**config.mk**
```make
export PLATFORM = sky130hd
export DESIGN_NAME = charger_input_supervisor
export DESIGN_NICKNAME = d
export VERILOG_FILES = /design/src/cis_pkg.sv /design/src/charger_input_supervisor.sv /design/src/cis_curr_sel.sv /design/src/cis_edge_det.sv
export SDC_FILE = /design/constraint.sdc
export NUM_CORES = 1
export LEC_CHECK = 0
export BUFFER_PORTS_ARGS = -buffer_cell sky130_fd_sc_hd__buf_2
export CAP_MARGIN = 20
export CORE_MARGIN = 2
export CORE_UTILIZATION = 45
export DETAILED_ROUTE_END_ITERATION = 8
export PLACE_DENSITY = 0.73
export SLEW_MARGIN = 10
export SYNTH_ARGS = -nofsm -noshare
export SYNTH_HDL_FRONTEND = slang
export SYNTH_SLANG_ARGS = --single-unit
```
**constraint.sdc**
```tcl
create_clock -name sys_clk -period 7.5 [get_ports sys_clk]
set_input_delay 1.5 -clock sys_clk [delete_from_list [all_inputs] [get_ports sys_clk]]
set_output_delay 1.5 -clock sys_clk [all_outputs]
set_load 0.02 [all_outputs]
```
**src/cis_pkg.sv**
```systemverilog
// Package of constants and types for the charger input supervisor
package cis_pkg;
	localparam int CIS_MV_W = 14;
	localparam logic [13:0] CIS_OVP_MV_0 = 14'd6600;
	localparam logic [13:0] CIS_OVP_MV_1 = 14'd7000;
	localparam logic [13:0] CIS_OVP_MV_2 = 14'd7500;
	localparam logic [13:0] CIS_OVP_MV_3 = 14'd8000;
	localparam logic [13:0] CIS_OVP_RESUME_MV = 14'd6000;
	localparam logic [13:0] CIS_UVLO_MV = 14'd3500;
	localparam logic [13:0] CIS_UVLO_HYST_MV = 14'd500;
	localparam logic [13:0] CIS_SAG_MV = 14'd200;
	localparam logic [13:0] CIS_WALL_THR_MV = 14'd1200;
	// Current codes in mA, then the wall and precondition divisors
	localparam logic [11:0] CIS_ILIM_USB_LO = 12'd100;
	localparam logic [11:0] CIS_ILIM_USB_HI = 12'd450;
	localparam logic [11:0] CIS_ILIM_WALL = 12'd2000;
	localparam logic [11:0] CIS_ICHG_USB_LO = 12'd90;
	localparam logic [11:0] CIS_ICHG_USB_HI = 12'd450;
	localparam logic [11:0] CIS_IPRE_USB = 12'd45;
	localparam logic [11:0] CIS_WALL_DIV = 12'd5;
	localparam logic [11:0] CIS_PRE_DIV = 12'd10;
	// Register map, word offsets
	localparam logic [3:0] CIS_ADDR_CTRL = 4'h0;
	localparam logic [3:0] CIS_ADDR_STAT = 4'h1;
	localparam logic [3:0] CIS_ADDR_CURR = 4'h2;
	localparam logic [3:0] CIS_ADDR_ILIM = 4'h3;
	localparam int CIS_CTRL_OVP_LSB = 0;
	localparam int CIS_CTRL_FLAG_EN = 2;
	localparam int CIS_CTRL_CON_EN = 3;
	localparam int CIS_CTRL_DIS_EN = 4;
	localparam logic [7:0] CIS_CTRL_RESET = 8'h00;
	typedef struct packed {
		logic [11:0] ilim_ma;
		logic [11:0] ichg_ma;
		logic [11:0] ipre_ma;
	} cis_curr_t;
	typedef enum logic [2:0] {
		CIS_ST_OFF = 3'b001,
		CIS_ST_OK = 3'b010,
		CIS_ST_OVP = 3'b100
	} cis_state_t;
endpackage
```
**src/charger_input_supervisor.sv**
```systemverilog
// Charger input supervisor: input qualification, current selection, events and registers
`timescale 1ns/1ns
module charger_input_supervisor #(
	parameter logic [11:0] PROG_MA_DEFAULT = 12'd1000
) (
	input wire logic sys_clk,
	input wire logic reset,
	input wire logic [13:0] charger_supply_input,
	input wire logic [13:0] wall_supply_select_input,
	input wire logic [13:0] system_supply_rail,
	input wire logic [13:0] system_rail_target,
	input wire logic charge_level_select_input,
	input wire logic [11:0] charge_current_resistor_pin,
	input wire logic sys_overload,
	input wire logic [3:0] reg_addr,
	input wire logic [7:0] reg_wdata,
	input wire logic reg_wr,
	input wire logic reg_rd,
	output logic [7:0] reg_rdata,
	output logic charge_enable,
	output logic under_voltage,
	output logic dynamic_charge_throttle,
	output logic sys_from_input,
	output logic sys_from_battery,
	output cis_pkg::cis_curr_t curr_sel,
	output logic interrupt_request_n
);
	logic [7:0] ctrl_r;
	logic input_event_flag_r;
	logic input_event_flag_nxt;
	logic [7:0] rdata_r;
	logic uv_r;
	cis_pkg::cis_state_t state_r;
	cis_pkg::cis_state_t state_nxt;
	cis_pkg::cis_curr_t curr_w;
	logic valid_sync;
	logic rise;
	logic fall;

	wire [1:0] overvoltage_threshold_select = ctrl_r[cis_pkg::CIS_CTRL_OVP_LSB +: 2];
	wire flag_en = ctrl_r[cis_pkg::CIS_CTRL_FLAG_EN];
	wire connect_event_enable = ctrl_r[cis_pkg::CIS_CTRL_CON_EN];
	wire disconnect_event_enable = ctrl_r[cis_pkg::CIS_CTRL_DIS_EN];

	// Threshold decode
	logic [13:0] ovp_mv;
	always_comb begin
		case (overvoltage_threshold_select)
			2'b00: ovp_mv = cis_pkg::CIS_OVP_MV_0;
			2'b01: ovp_mv = cis_pkg::CIS_OVP_MV_1;
			2'b10: ovp_mv = cis_pkg::CIS_OVP_MV_2;
			default: ovp_mv = cis_pkg::CIS_OVP_MV_3;
		endcase
	end

	wire over_v = charger_supply_input > ovp_mv;
	wire below_resume = charger_supply_input < cis_pkg::CIS_OVP_RESUME_MV;
	wire below_uv = charger_supply_input < cis_pkg::CIS_UVLO_MV;
	wire above_restart = charger_supply_input >=
		14'(cis_pkg::CIS_UVLO_MV + cis_pkg::CIS_UVLO_HYST_MV);
	wire wall_mode = wall_supply_select_input > cis_pkg::CIS_WALL_THR_MV;
	wire in_window = !below_uv && !over_v;
	wire [13:0] sag_floor = (system_rail_target > cis_pkg::CIS_SAG_MV) ?
		14'(system_rail_target - cis_pkg::CIS_SAG_MV) : 14'h0000;

	// Under-voltage flag with hysteresis
	always_ff @(posedge sys_clk) begin
		if (reset) begin
			uv_r <= 1'b1;
		end else if (below_uv) begin
			uv_r <= 1'b1;
		end else if (above_restart) begin
			uv_r <= 1'b0;
		end
	end

	// Qualification state: OVP latches until input drops below resume level
	always_comb begin
		state_nxt = state_r;
		case (state_r)
			cis_pkg::CIS_ST_OFF: begin
				if (over_v) begin
					state_nxt = cis_pkg::CIS_ST_OVP;
				end else if (!uv_r && !below_uv) begin
					state_nxt = cis_pkg::CIS_ST_OK;
				end
			end
			cis_pkg::CIS_ST_OK: begin
				if (over_v) begin
					state_nxt = cis_pkg::CIS_ST_OVP;
				end else if (below_uv) begin
					state_nxt = cis_pkg::CIS_ST_OFF;
				end
			end
			cis_pkg::CIS_ST_OVP: begin
				if (below_resume && !over_v) begin
					state_nxt = cis_pkg::CIS_ST_OFF;
				end
			end
			default: state_nxt = cis_pkg::CIS_ST_OFF;
		endcase
	end

	always_ff @(posedge sys_clk) begin
		if (reset) begin
			state_r <= cis_pkg::CIS_ST_OFF;
		end else begin
			state_r <= state_nxt;
		end
	end

	wire charge_ok = (state_r == cis_pkg::CIS_ST_OK) && !over_v && !below_uv;

	cis_edge_det u_edge (
		.sys_clk(sys_clk),
		.reset(reset),
		.level_in(in_window),
		.level_sync(valid_sync),
		.rise(rise),
		.fall(fall)
	);

	wire [11:0] prog_ma = (charge_current_resistor_pin == 12'h000) ?
		PROG_MA_DEFAULT : charge_current_resistor_pin;

	cis_curr_sel u_curr (
		.wall_mode(wall_mode),
		.charge_level_select_input(charge_level_select_input),
		.prog_ma(prog_ma),
		.curr(curr_w)
	);

	// Event flag: hardware set wins over read clear
	wire ev_con = rise && connect_event_enable && flag_en;
	wire ev_dis = fall && disconnect_event_enable && flag_en;
	wire flag_read = reg_rd && (reg_addr == cis_pkg::CIS_ADDR_STAT);
	always_comb begin
		input_event_flag_nxt = input_event_flag_r;
		if (flag_read) begin
			input_event_flag_nxt = 1'b0;
		end
		if (ev_con || ev_dis) begin
			input_event_flag_nxt = 1'b1;
		end
	end

	// Register write
	wire ctrl_wr = reg_wr && (reg_addr == cis_pkg::CIS_ADDR_CTRL);
	always_ff @(posedge sys_clk) begin
		if (reset) begin
			ctrl_r <= cis_pkg::CIS_CTRL_RESET;
			input_event_flag_r <= 1'b0;
		end else begin
			if (ctrl_wr) begin
				ctrl_r <= {3'b000, reg_wdata[4:0]};
			end
			input_event_flag_r <= input_event_flag_nxt;
		end
	end

	// Read mux; status shows flag before the read clears it
	logic [7:0] rd_mux;
	always_comb begin
		case (reg_addr)
			cis_pkg::CIS_ADDR_CTRL: rd_mux = ctrl_r;
			cis_pkg::CIS_ADDR_STAT: rd_mux = {3'b000, uv_r, state_r == cis_pkg::CIS_ST_OVP,
				wall_mode, valid_sync, input_event_flag_r};
			cis_pkg::CIS_ADDR_CURR: rd_mux = curr_w.ichg_ma[11:4];
			cis_pkg::CIS_ADDR_ILIM: rd_mux = curr_w.ilim_ma[11:4];
			default: rd_mux = 8'h00;
		endcase
	end

	// Outputs registered to keep data ports glitch free
	always_ff @(posedge sys_clk) begin
		if (reset) begin
			rdata_r <= 8'h00;
			charge_enable <= 1'b0;
			under_voltage <= 1'b1;
			dynamic_charge_throttle <= 1'b0;
			sys_from_input <= 1'b0;
			sys_from_battery <= 1'b1;
			curr_sel <= '0;
		end else begin
			rdata_r <= reg_rd ? rd_mux : 8'h00;
			charge_enable <= charge_ok;
			under_voltage <= uv_r;
			dynamic_charge_throttle <= charge_ok && (system_supply_rail < sag_floor);
			sys_from_input <= charge_ok;
			sys_from_battery <= !charge_ok || sys_overload;
			curr_sel <= curr_w;
		end
	end

	assign reg_rdata = rdata_r;
	assign interrupt_request_n = !input_event_flag_r;
endmodule

```
**src/cis_curr_sel.sv**
```systemverilog
// Current limit and charge current selection from mode pins
`timescale 1ns/1ns
module cis_curr_sel (
	input wire logic wall_mode,
	input wire logic charge_level_select_input,
	input wire logic [11:0] prog_ma,
	output cis_pkg::cis_curr_t curr
);
	wire [11:0] wall_ichg = charge_level_select_input ? prog_ma : 12'(prog_ma / cis_pkg::CIS_WALL_DIV);
	wire [11:0] usb_ilim = charge_level_select_input ? cis_pkg::CIS_ILIM_USB_HI : cis_pkg::CIS_ILIM_USB_LO;
	wire [11:0] usb_ichg = charge_level_select_input ? cis_pkg::CIS_ICHG_USB_HI : cis_pkg::CIS_ICHG_USB_LO;
	assign curr.ilim_ma = wall_mode ? cis_pkg::CIS_ILIM_WALL : usb_ilim;
	assign curr.ichg_ma = wall_mode ? wall_ichg : usb_ichg;
	// In wall mode precondition is a tenth of the programmed current, not of the divided one
	assign curr.ipre_ma = wall_mode ? 12'(prog_ma / cis_pkg::CIS_PRE_DIV) : cis_pkg::CIS_IPRE_USB;
endmodule

```
**src/cis_edge_det.sv**
```systemverilog
// Synchronizer and edge detector for input-valid
`timescale 1ns/1ns
module cis_edge_det (
	input wire logic sys_clk,
	input wire logic reset,
	input wire logic level_in,
	output logic level_sync,
	output logic rise,
	output logic fall
);
	logic meta_r;
	logic sync_r;
	logic prev_r;
	always_ff @(posedge sys_clk) begin
		if (reset) begin
			meta_r <= 1'b0;
			sync_r <= 1'b0;
			prev_r <= 1'b0;
		end else begin
			meta_r <= level_in;
			sync_r <= meta_r;
			prev_r <= sync_r;
		end
	end
	assign level_sync = sync_r;
	assign rise = sync_r & ~prev_r;
	assign fall = ~sync_r & prev_r;
endmodule

```
==> results by group, run 1 <==
Synthesis
  • Post-synthesis simple-gate area fraction: 26.2%
  • Synth Flop Type: dfxtp_1
  • Async S/R FF share, synth: 0%
  • Synth unique cells: 88
  • Synth top area share: 25.6%
  • Complex-gate fraction of the synthesized area: 29.1%
  • Cell taking the most area after synthesis: dfxtp_1
  • Largest cells by area after synthesis: dfxtp_1 26%, ha_1 6.8%, nand2_1 5.3%
  • Post-synth EDFFs: 0
  • Sequential share of the synthesized area: 25.6%
  • Post-Syn Area: 0.00407 mm2
  • Mux cell area share after synthesis: 2.12%
  • Yosys reg bits: 52
  • Mapped Cells: 535
  • Synth cell count leaders: 58 x nand2_1, 58 x nor2_1, 52 x dfxtp_1, 31 x o21ai_0, 29 x a21oi_1
  • Synthesis Warnings: 0
  • Mapped Avg Cell Area: 7.61 um2
  • Largest family of logic cells by synthesized area: compound AO/OA/AOI/OAI gates
  • Synth Area in Adders: 7.28%
  • Post-synthesis xor/xnor area fraction: 2.80%

Power
  • Net switching power: 300 uW
  • Leak: 2.19 nW
  • P per Cell Area: 164 mW/mm2
  • Comb pwr share: 40.7%
  • Switching Share: 38.4%
  • Register share of total power: 38.4%
  • Internal Pwr Total: 482 uW
  • Worst IR Drop VDD: 0.0894 mV
  • Power share of the clock group: 20.9%

Die
  • IO Pins: 136
  • Die height: 99.1 um
  • Die area: 0.00982 mm2
  • Num rows: 34
  • Starting Density: 46.5%
  • Die X-Extent: 99.1 um
  • Core region area: 0.00876 mm2

Timing
  • Final setup vio count: 0
  • TNS Setup: 0 ns
  • Slew @ Worst Pin: 1.04 ns
  • Clk_skew: 0.00508 ns
  • Number of slew-limit violations in the final report: 0
  • Final worst setup slack: 0.988 ns
  • Worst slew margin: 29.7%
  • Hold Fails Final Rpt: 0
  • Final period utilization: 86.8%
  • RSZ-0062 raised after global routing: false
  • Fmax: 154 MHz
  • Min Tclk post-route: 6.51 ns
  • Worst hold slack: 0.468 ns

Worst setup path
  • Worst-path maximum fanout: 15
  • Critical Path Start Type: primary input
  • Worst setup path class: in2reg
  • Worst path cell trace: buf_2, nor3_1, nand2_1, a221oi_4, o21ai_0, a31oi_1, o21ai_0, or2_2, a41o_4, o21a_2, o21ai_2, a21o_2, xnor2_1, ha_1, or2_1, a211oi_1, o311ai_1, a32oi_2, inv_1, o31ai_1, a21oi_1
  • Setup crit end kind: flop
  • Worst Path Required: 7.67 ns
  • Buf/Inv on CP: 2
  • Crit path DAT: 6.68 ns
  • Worst path max stage delay: 0.54 ns
  • CP top delay family: compound AO/OA/AOI/OAI gates
  • Slowest library cell on the worst path: nor3_1
  • CP most frequent cell: o21ai_0

Detailed routing
  • Routed vias: 4323
  • Vias/cell: 5.81
  • WL/cell: 15.3 um
  • DR iter-0 viols: 240
  • Initial DRT Pass Iterations: 5
  • Routed wire length: 11.4 mm
  • Post-route ant nets: 0
  • DR DRC count: 0

Clocking
  • Clock Path Buffers: 2
  • Post-CTS sizing: 0
  • Number of setup buffers added after CTS: 0
  • CTS tree: yes
  • Hold buffers post-CTS: 0
  • Clock sinks: 52
  • CTS H-Tree Depth: 2
  • Clock Tree Root: clkbuf_8
  • CTS buffer count: 5
  • Clock latency on the worst-skew pair: 0.31 ns
  • Worst-path clk slew: 0.10 ns

Global routing
  • GR Util All Layers: 22.2%
  • Total gr overflow: 0
  • Pin count of the biggest net entering global routing: 31
  • Initial antenna violation count: 0
  • Vias in the first global route: 3966
  • First-pass GRT wire length: 18.3 mm

Cells and area
  • Multi-input gate area: 0.00278 mm2
  • Layout cells sized above 1: 25.9%
  • Ant. Diodes: 0
  • Fill cells: 859
  • Fin nets: 743
  • Synth-to-layout area growth: 16.9%
  • Sequential cell area: 0.00104 mm2

Place
  • Port bufs: 126
  • Dpl hpwl: 8.80 mm
  • GP Congestion: 0.887
  • Pre-CTS setup slack: 0.835 ns

Run
  • Max-cap viol count: 0

Status
  • Outcome: finished, final reports clean

Min path
  • Min-Delay Path Class: reg2reg
logic make-up (layout without fill, tap and decap cells):
kind of cell / Yosys count / count (layout)
AND/OR/NAND/NOR: 215 / 215
AO/OA/AOI/OAI: 162 / 162
buffers and inverters: 60 / 156
flip-flops: 52 / 52
adder cells (fa/ha/maj): 24 / 24
XOR/XNOR: 13 / 13
multiplexers: 8 / 8
other: 1 / 6
stage by stage:
| stage | area, um2 | power [mW] | cells | utilization (%) |
|---|---|---|---|---|
| after floorplan | 4090 | 0.536 | 540 | - |
| after global placement | 4670 | 0.614 | 736 | 53.3 |
| after detailed placement | 4670 | 0.619 | 736 | 53.3 |
| after CTS | 4760 | 0.783 | 744 | 54.3 |
| after global routing | 4760 | 0.830 | 744 | 54.3 |
| final | 4760 | 0.782 | 744 | 54.3 |
power by group through the flow:
stage / clock, mW / combinational, mW / sequential [mW]
floorplan: 0 / 0.211 / 0.324
finish: 0.163 / 0.318 / 0.300
detailed placement: 0 / 0.313 / 0.306
CTS: 0.167 / 0.315 / 0.300
global route: 0.178 / 0.349 / 0.303
global placement: 0 / 0.308 / 0.306
area by class of cell:
type                       count  share of cell area, %
clock inverter                 3                  0.447
multi-input combinational    428                   58.3
clock buffer                   5                   1.45
sequential                    52                   21.9
tap                          108                   2.84
timing repair buffer         127                   13.4
inverter                      21                   1.66
flip-flops by register name (all words and copies together), names as in the netlist, 3 cells and up:
name	cells
ctrl_r	5
curr_sel	27
reg_rdata	8
state_r	3
cell usage in the layout, fill, tap and decap left out, drive strengths merged, types with 4 or more instances in the layout:
| cell type | n |
|---|---|
| a211oi | 7 |
| a21o | 12 |
| a21oi | 29 |
| a31oi | 14 |
| and2 | 6 |
| and3 | 5 |
| buf | 127 |
| clkbuf | 5 |
| conb | 6 |
| dfxtp | 52 |
| ha | 22 |
| inv | 21 |
| mux2i | 6 |
| nand2 | 59 |
| nand2b | 8 |
| nand3 | 16 |
| nand3b | 5 |
| nand4 | 5 |
| nor2 | 61 |
| nor2b | 7 |
| nor3 | 19 |
| nor4 | 4 |
| o211ai | 10 |
| o21ai | 34 |
| o21bai | 5 |
| o311ai | 5 |
| o31ai | 9 |
| or2 | 5 |
| or3 | 4 |
| xnor2 | 9 |
| xor2 | 4 |
worst paths after layout:
| kind | to | startpoint | cells after the start | slack [ns] |
|---|---|---|---|---|
| max | curr_sel[13] | charge_current_resistor_pin[2] | 21 | 0.99 |
| min | u_edge.level_sync | u_edge.meta_r | 1 | 0.47 |
| max reg2reg | dynamic_charge_throttle | ctrl_r[1] | 10 | 4.76 |
| min reg2reg | u_edge.level_sync | u_edge.meta_r | 1 | 0.47 |
routing by layer:
| layer | up-vias | track usage, % | part of all wire (%) |
|---|---|---|---|
| met5 | - | 0 | 0 |
| met4 | 0 | 5.80 | 1.8 |
| met3 | 15 | 2.81 | 6.7 |
| met2 | 197 | 37.5 | 46 |
| met1 | 1972 | 30.1 | 45 |
| li1 | 2139 | - | - |
Power figures use the tool's default switching activity.
==> run 2, diff against run 1 <==
--- a/config.mk
+++ b/config.mk
@@ -7,10 +7,12 @@
 export LEC_CHECK = 0
 export BUFFER_PORTS_ARGS = -buffer_cell sky130_fd_sc_hd__buf_2
 export CAP_MARGIN = 20
+export CELL_PAD_IN_SITES_DETAIL_PLACEMENT = 1
+export CELL_PAD_IN_SITES_GLOBAL_PLACEMENT = 2
 export CORE_MARGIN = 2
-export CORE_UTILIZATION = 45
+export CORE_UTILIZATION = 28
 export DETAILED_ROUTE_END_ITERATION = 8
-export PLACE_DENSITY = 0.73
+export PLACE_DENSITY_LB_ADDON = 0.1
 export SLEW_MARGIN = 10
 export SYNTH_ARGS = -nofsm -noshare
 export SYNTH_HDL_FRONTEND = slang
==> run 2 against run 1 <==
- hold slack got worse by 0.021 ns
- cell count increased by 10%
- core utilization decreased by 20 points
- global-route usage decreased by 4.6 points
- wire length increased by 22%
- critical endpoint unchanged
- highest routed layer unchanged
==> results by group, run 2 (synthesized netlist as in run 1, its figures left out) <==
Global routing
  • Initial antenna violation count: 0 (unchanged)
  • Vias in the first global route: 4389 (+11%)
  • GRT Max-Usage Layer: met2
  • Total gr overflow: 0 (unchanged)
  • Grt met3 use: 3.31% (+0.50 points)
  • GR met1 Demand/Resource: 23.7% (-6.4 points)
  • GR Util All Layers: 17.6% (-4.6 points)
  • Pin count of the biggest net entering global routing: 31 (unchanged)
  • Grt met2 use: 29.2% (-8.3 points)
  • First-pass GRT wire length: 22.8 mm (+24%)

Detailed routing
  • DR iter-0 viols: 234 (-2.5%)
  • Initial DRT Pass Iterations: 4 (-1)
  • Routed vias: 4262 (-1.4%)
  • WL/cell: 16.8 um (+10%)
  • Routed wire length: 13.8 mm (+22%)
  • Post-route ant nets: 0 (unchanged)
  • DR DRC count: 0 (unchanged)
  • Vias/cell: 5.18 (-11%)

Timing
  • Fmax: 153 MHz (-0.15%)
  • Final period utilization: 87.0% (+0.13 points)
  • Slew @ Worst Pin: 0.837 ns (-0.204 ns)
  • RSZ-0062 raised after global routing: false
  • Worst slew margin: 44.0% (+14 points)
  • Final worst setup slack: 0.978 ns (-0.00974 ns)
  • Min Tclk post-route: 6.52 ns (+0.00974 ns)
  • TNS Setup: 0 ns (unchanged)
  • Clk_skew: 0.00415 ns (-0.000924 ns)
  • Number of slew-limit violations in the final report: 0 (unchanged)
  • Final setup vio count: 0 (unchanged)
  • Hold Fails Final Rpt: 0 (unchanged)
  • Worst hold slack: 0.447 ns (-0.0208 ns)

Cells and area
  • Most frequent cells in the layout: 126 x buf_2, 58 x nand2_1, 58 x nor2_1
  • Largest register FFs: 27 (unchanged)
  • Synth-to-layout area growth: 21.0%
  • Fin nets: 745 (+0.27%)
  • Commonest non-fill, non-tap cell in the layout: buf_2
  • Ant. Diodes: 0 (unchanged)
  • Fill cells: 1792 (+110%)
  • Cell area after layout: 0.00493 mm2 (+3.5%)
  • Most flop-heavy register: curr_sel
  • Layout cells sized above 1: 26.2% (+0.23 points)

Worst setup path
  • Crit path DAT: 6.68 ns (about the same)
  • Worst path cell trace: buf_2, nor2b_1, mux2_4, a221oi_4, o21ai_0, a31oi_1, nor2_1, nor3_1, nor2_1, o21ai_0, o21a_1, a21o_2, xnor2_1, ha_1, or2_1, a211oi_1, o311ai_1, a32oi_2, inv_1, o31ai_1, a21oi_1
  • Worst setup path class: in2reg
  • Critical Path Start Type: primary input
  • Reg2Reg Setup Slack: 4.71 ns (-0.05 ns)
  • Worst-path maximum fanout: 10 (-5)
  • Worst Path Required: 7.66 ns (about the same)
  • Slowest library cell on the worst path: a221oi_4
  • Worst path max stage delay: 0.53 ns (about the same)
  • Reg-to-reg startpoint: ctrl_r[0]
  • Setup crit end kind: flop
  • Buf/Inv on CP: 2 (unchanged)
  • Reg2Reg Depth: 10 (unchanged)
  • CP top delay family: compound AO/OA/AOI/OAI gates
  • Reg-to-reg endpoint: dynamic_charge_throttle

Min path
  • Min-Delay Path Class: reg2reg
  • Hold path depth: 1 (unchanged)
  • Hold path start: u_edge.meta_r
  • Hold EP: u_edge.level_sync

Die
  • Core region area: 0.0144 mm2 (+64%)
  • Num rows: 44 (+29%)
  • IO Pins: 136 (unchanged)
  • Die X-Extent: 125 um (+26%)
  • Die area: 0.0155 mm2 (+58%)
  • Die height: 125 um (+26%)
  • Starting Density: 28.3% (-18 points)

Clocking
  • Clock Tree Root: clkbuf_16
  • Number of setup buffers added after CTS: 0 (unchanged)
  • Worst-path clk slew: 0.07 ns (-0.03 ns)
  • Hold buffers post-CTS: 0 (unchanged)
  • Clock Path Buffers: 2 (unchanged)
  • CTS H-Tree Depth: 2 (unchanged)
  • Clock latency on the worst-skew pair: 0.30 ns (about the same)
  • CTS tree: yes
  • Clock sinks: 52 (unchanged)
  • Post-CTS sizing: 0 (unchanged)
  • CTS buffer count: 5 (unchanged)

Power
  • Leak: 2.23 nW (+1.8%)
  • Overall Power: 864 uW (+11%)
  • Worst IR Drop VDD: 0.102 mV (+15%)
  • P per Cell Area: 175 mW/mm2 (+6.8%)

Place
  • GP Congestion: 0.845 (-4.7%)
  • Dpl hpwl: 10.9 mm (+24%)
  • Pre-CTS setup slack: 0.694 ns (-0.141 ns)
  • DP Area: 0.00478 mm2 (+2.4%)
  • Port bufs: 126 (unchanged)

Status
  • Outcome: finished, final reports clean

Run
  • Max-cap viol count: 0 (unchanged)
run 2: cell count changes in the layout (fill, tap and decap cells not counted):
cell        before  now
clkbuf_16        0    5
clkinvlp_4       1    0
buf_4            1    3
clkinv_4         0    1
clkbuf_8         5    0
run 2: metrics by stage:
| stage | cells | util (%) |
|---|---|---|
| finish | 822 | 34.3 |
| global placement | 814 | 33.3 |
| detailed placement | 814 | 33.3 |
| floorplan | 540 | - |
| CTS | 822 | 34.3 |
| global route | 822 | 34.3 |
run 2: worst max path at each step:
stage / end / startpoint / cells after the start / slack, ns
after floorplan: curr_sel[13] / charge_current_resistor_pin[10] / 21 / 1.53
after global placement: curr_sel[13] / charge_current_resistor_pin[10] / 21 / 0.80
after detailed placement: curr_sel[13] / charge_current_resistor_pin[10] / 21 / 0.69
after CTS: curr_sel[13] / charge_current_resistor_pin[10] / 21 / 1.01
after global routing: curr_sel[13] / charge_current_resistor_pin[11] / 21 / 0.38
final: curr_sel[13] / charge_current_resistor_pin[10] / 21 / 0.98
run 2: area by class of cell:
class | count | area, um2 | share of cell area, %
flip-flops and latches | 52 | 1040 | 21.1
clock buffers | 5 | 125 | 2.54
repair buffers | 129 | 653 | 13.3
inverters | 21 | 78.8 | 1.60
well taps | 184 | 230 | 4.67
clock inverters | 3 | 22.5 | 0.457
multi-input cells | 428 | 2780 | 56.3
run 2: power breakdown:
group	total (mW)	switching (mW)	internal, mW	leakage [nW]
sequential	0.300	0.00692	0.293	0.427
combinational	0.327	0.205	0.122	1.73
clock	0.237	0.112	0.125	0.0742
run 2: worst reg2reg max path, delay by kind of cell (launching register included):
kind                       cells  cell delay [ns]
buffers and inverters          1             0.14
DFF                            1             0.34
AOI/OAI and AO/OA              3             0.90
adders and majority gates      1             0.29
and+or+nand+nor                5             1.01
run 2: per-layer routing:
layer / part of all wire (%) / up-vias
met3: 4.8 / 13
met4: 1.3 / 0
met2: 45 / 95
met5: 0 / -
met1: 49 / 2013
li1: - / 2141
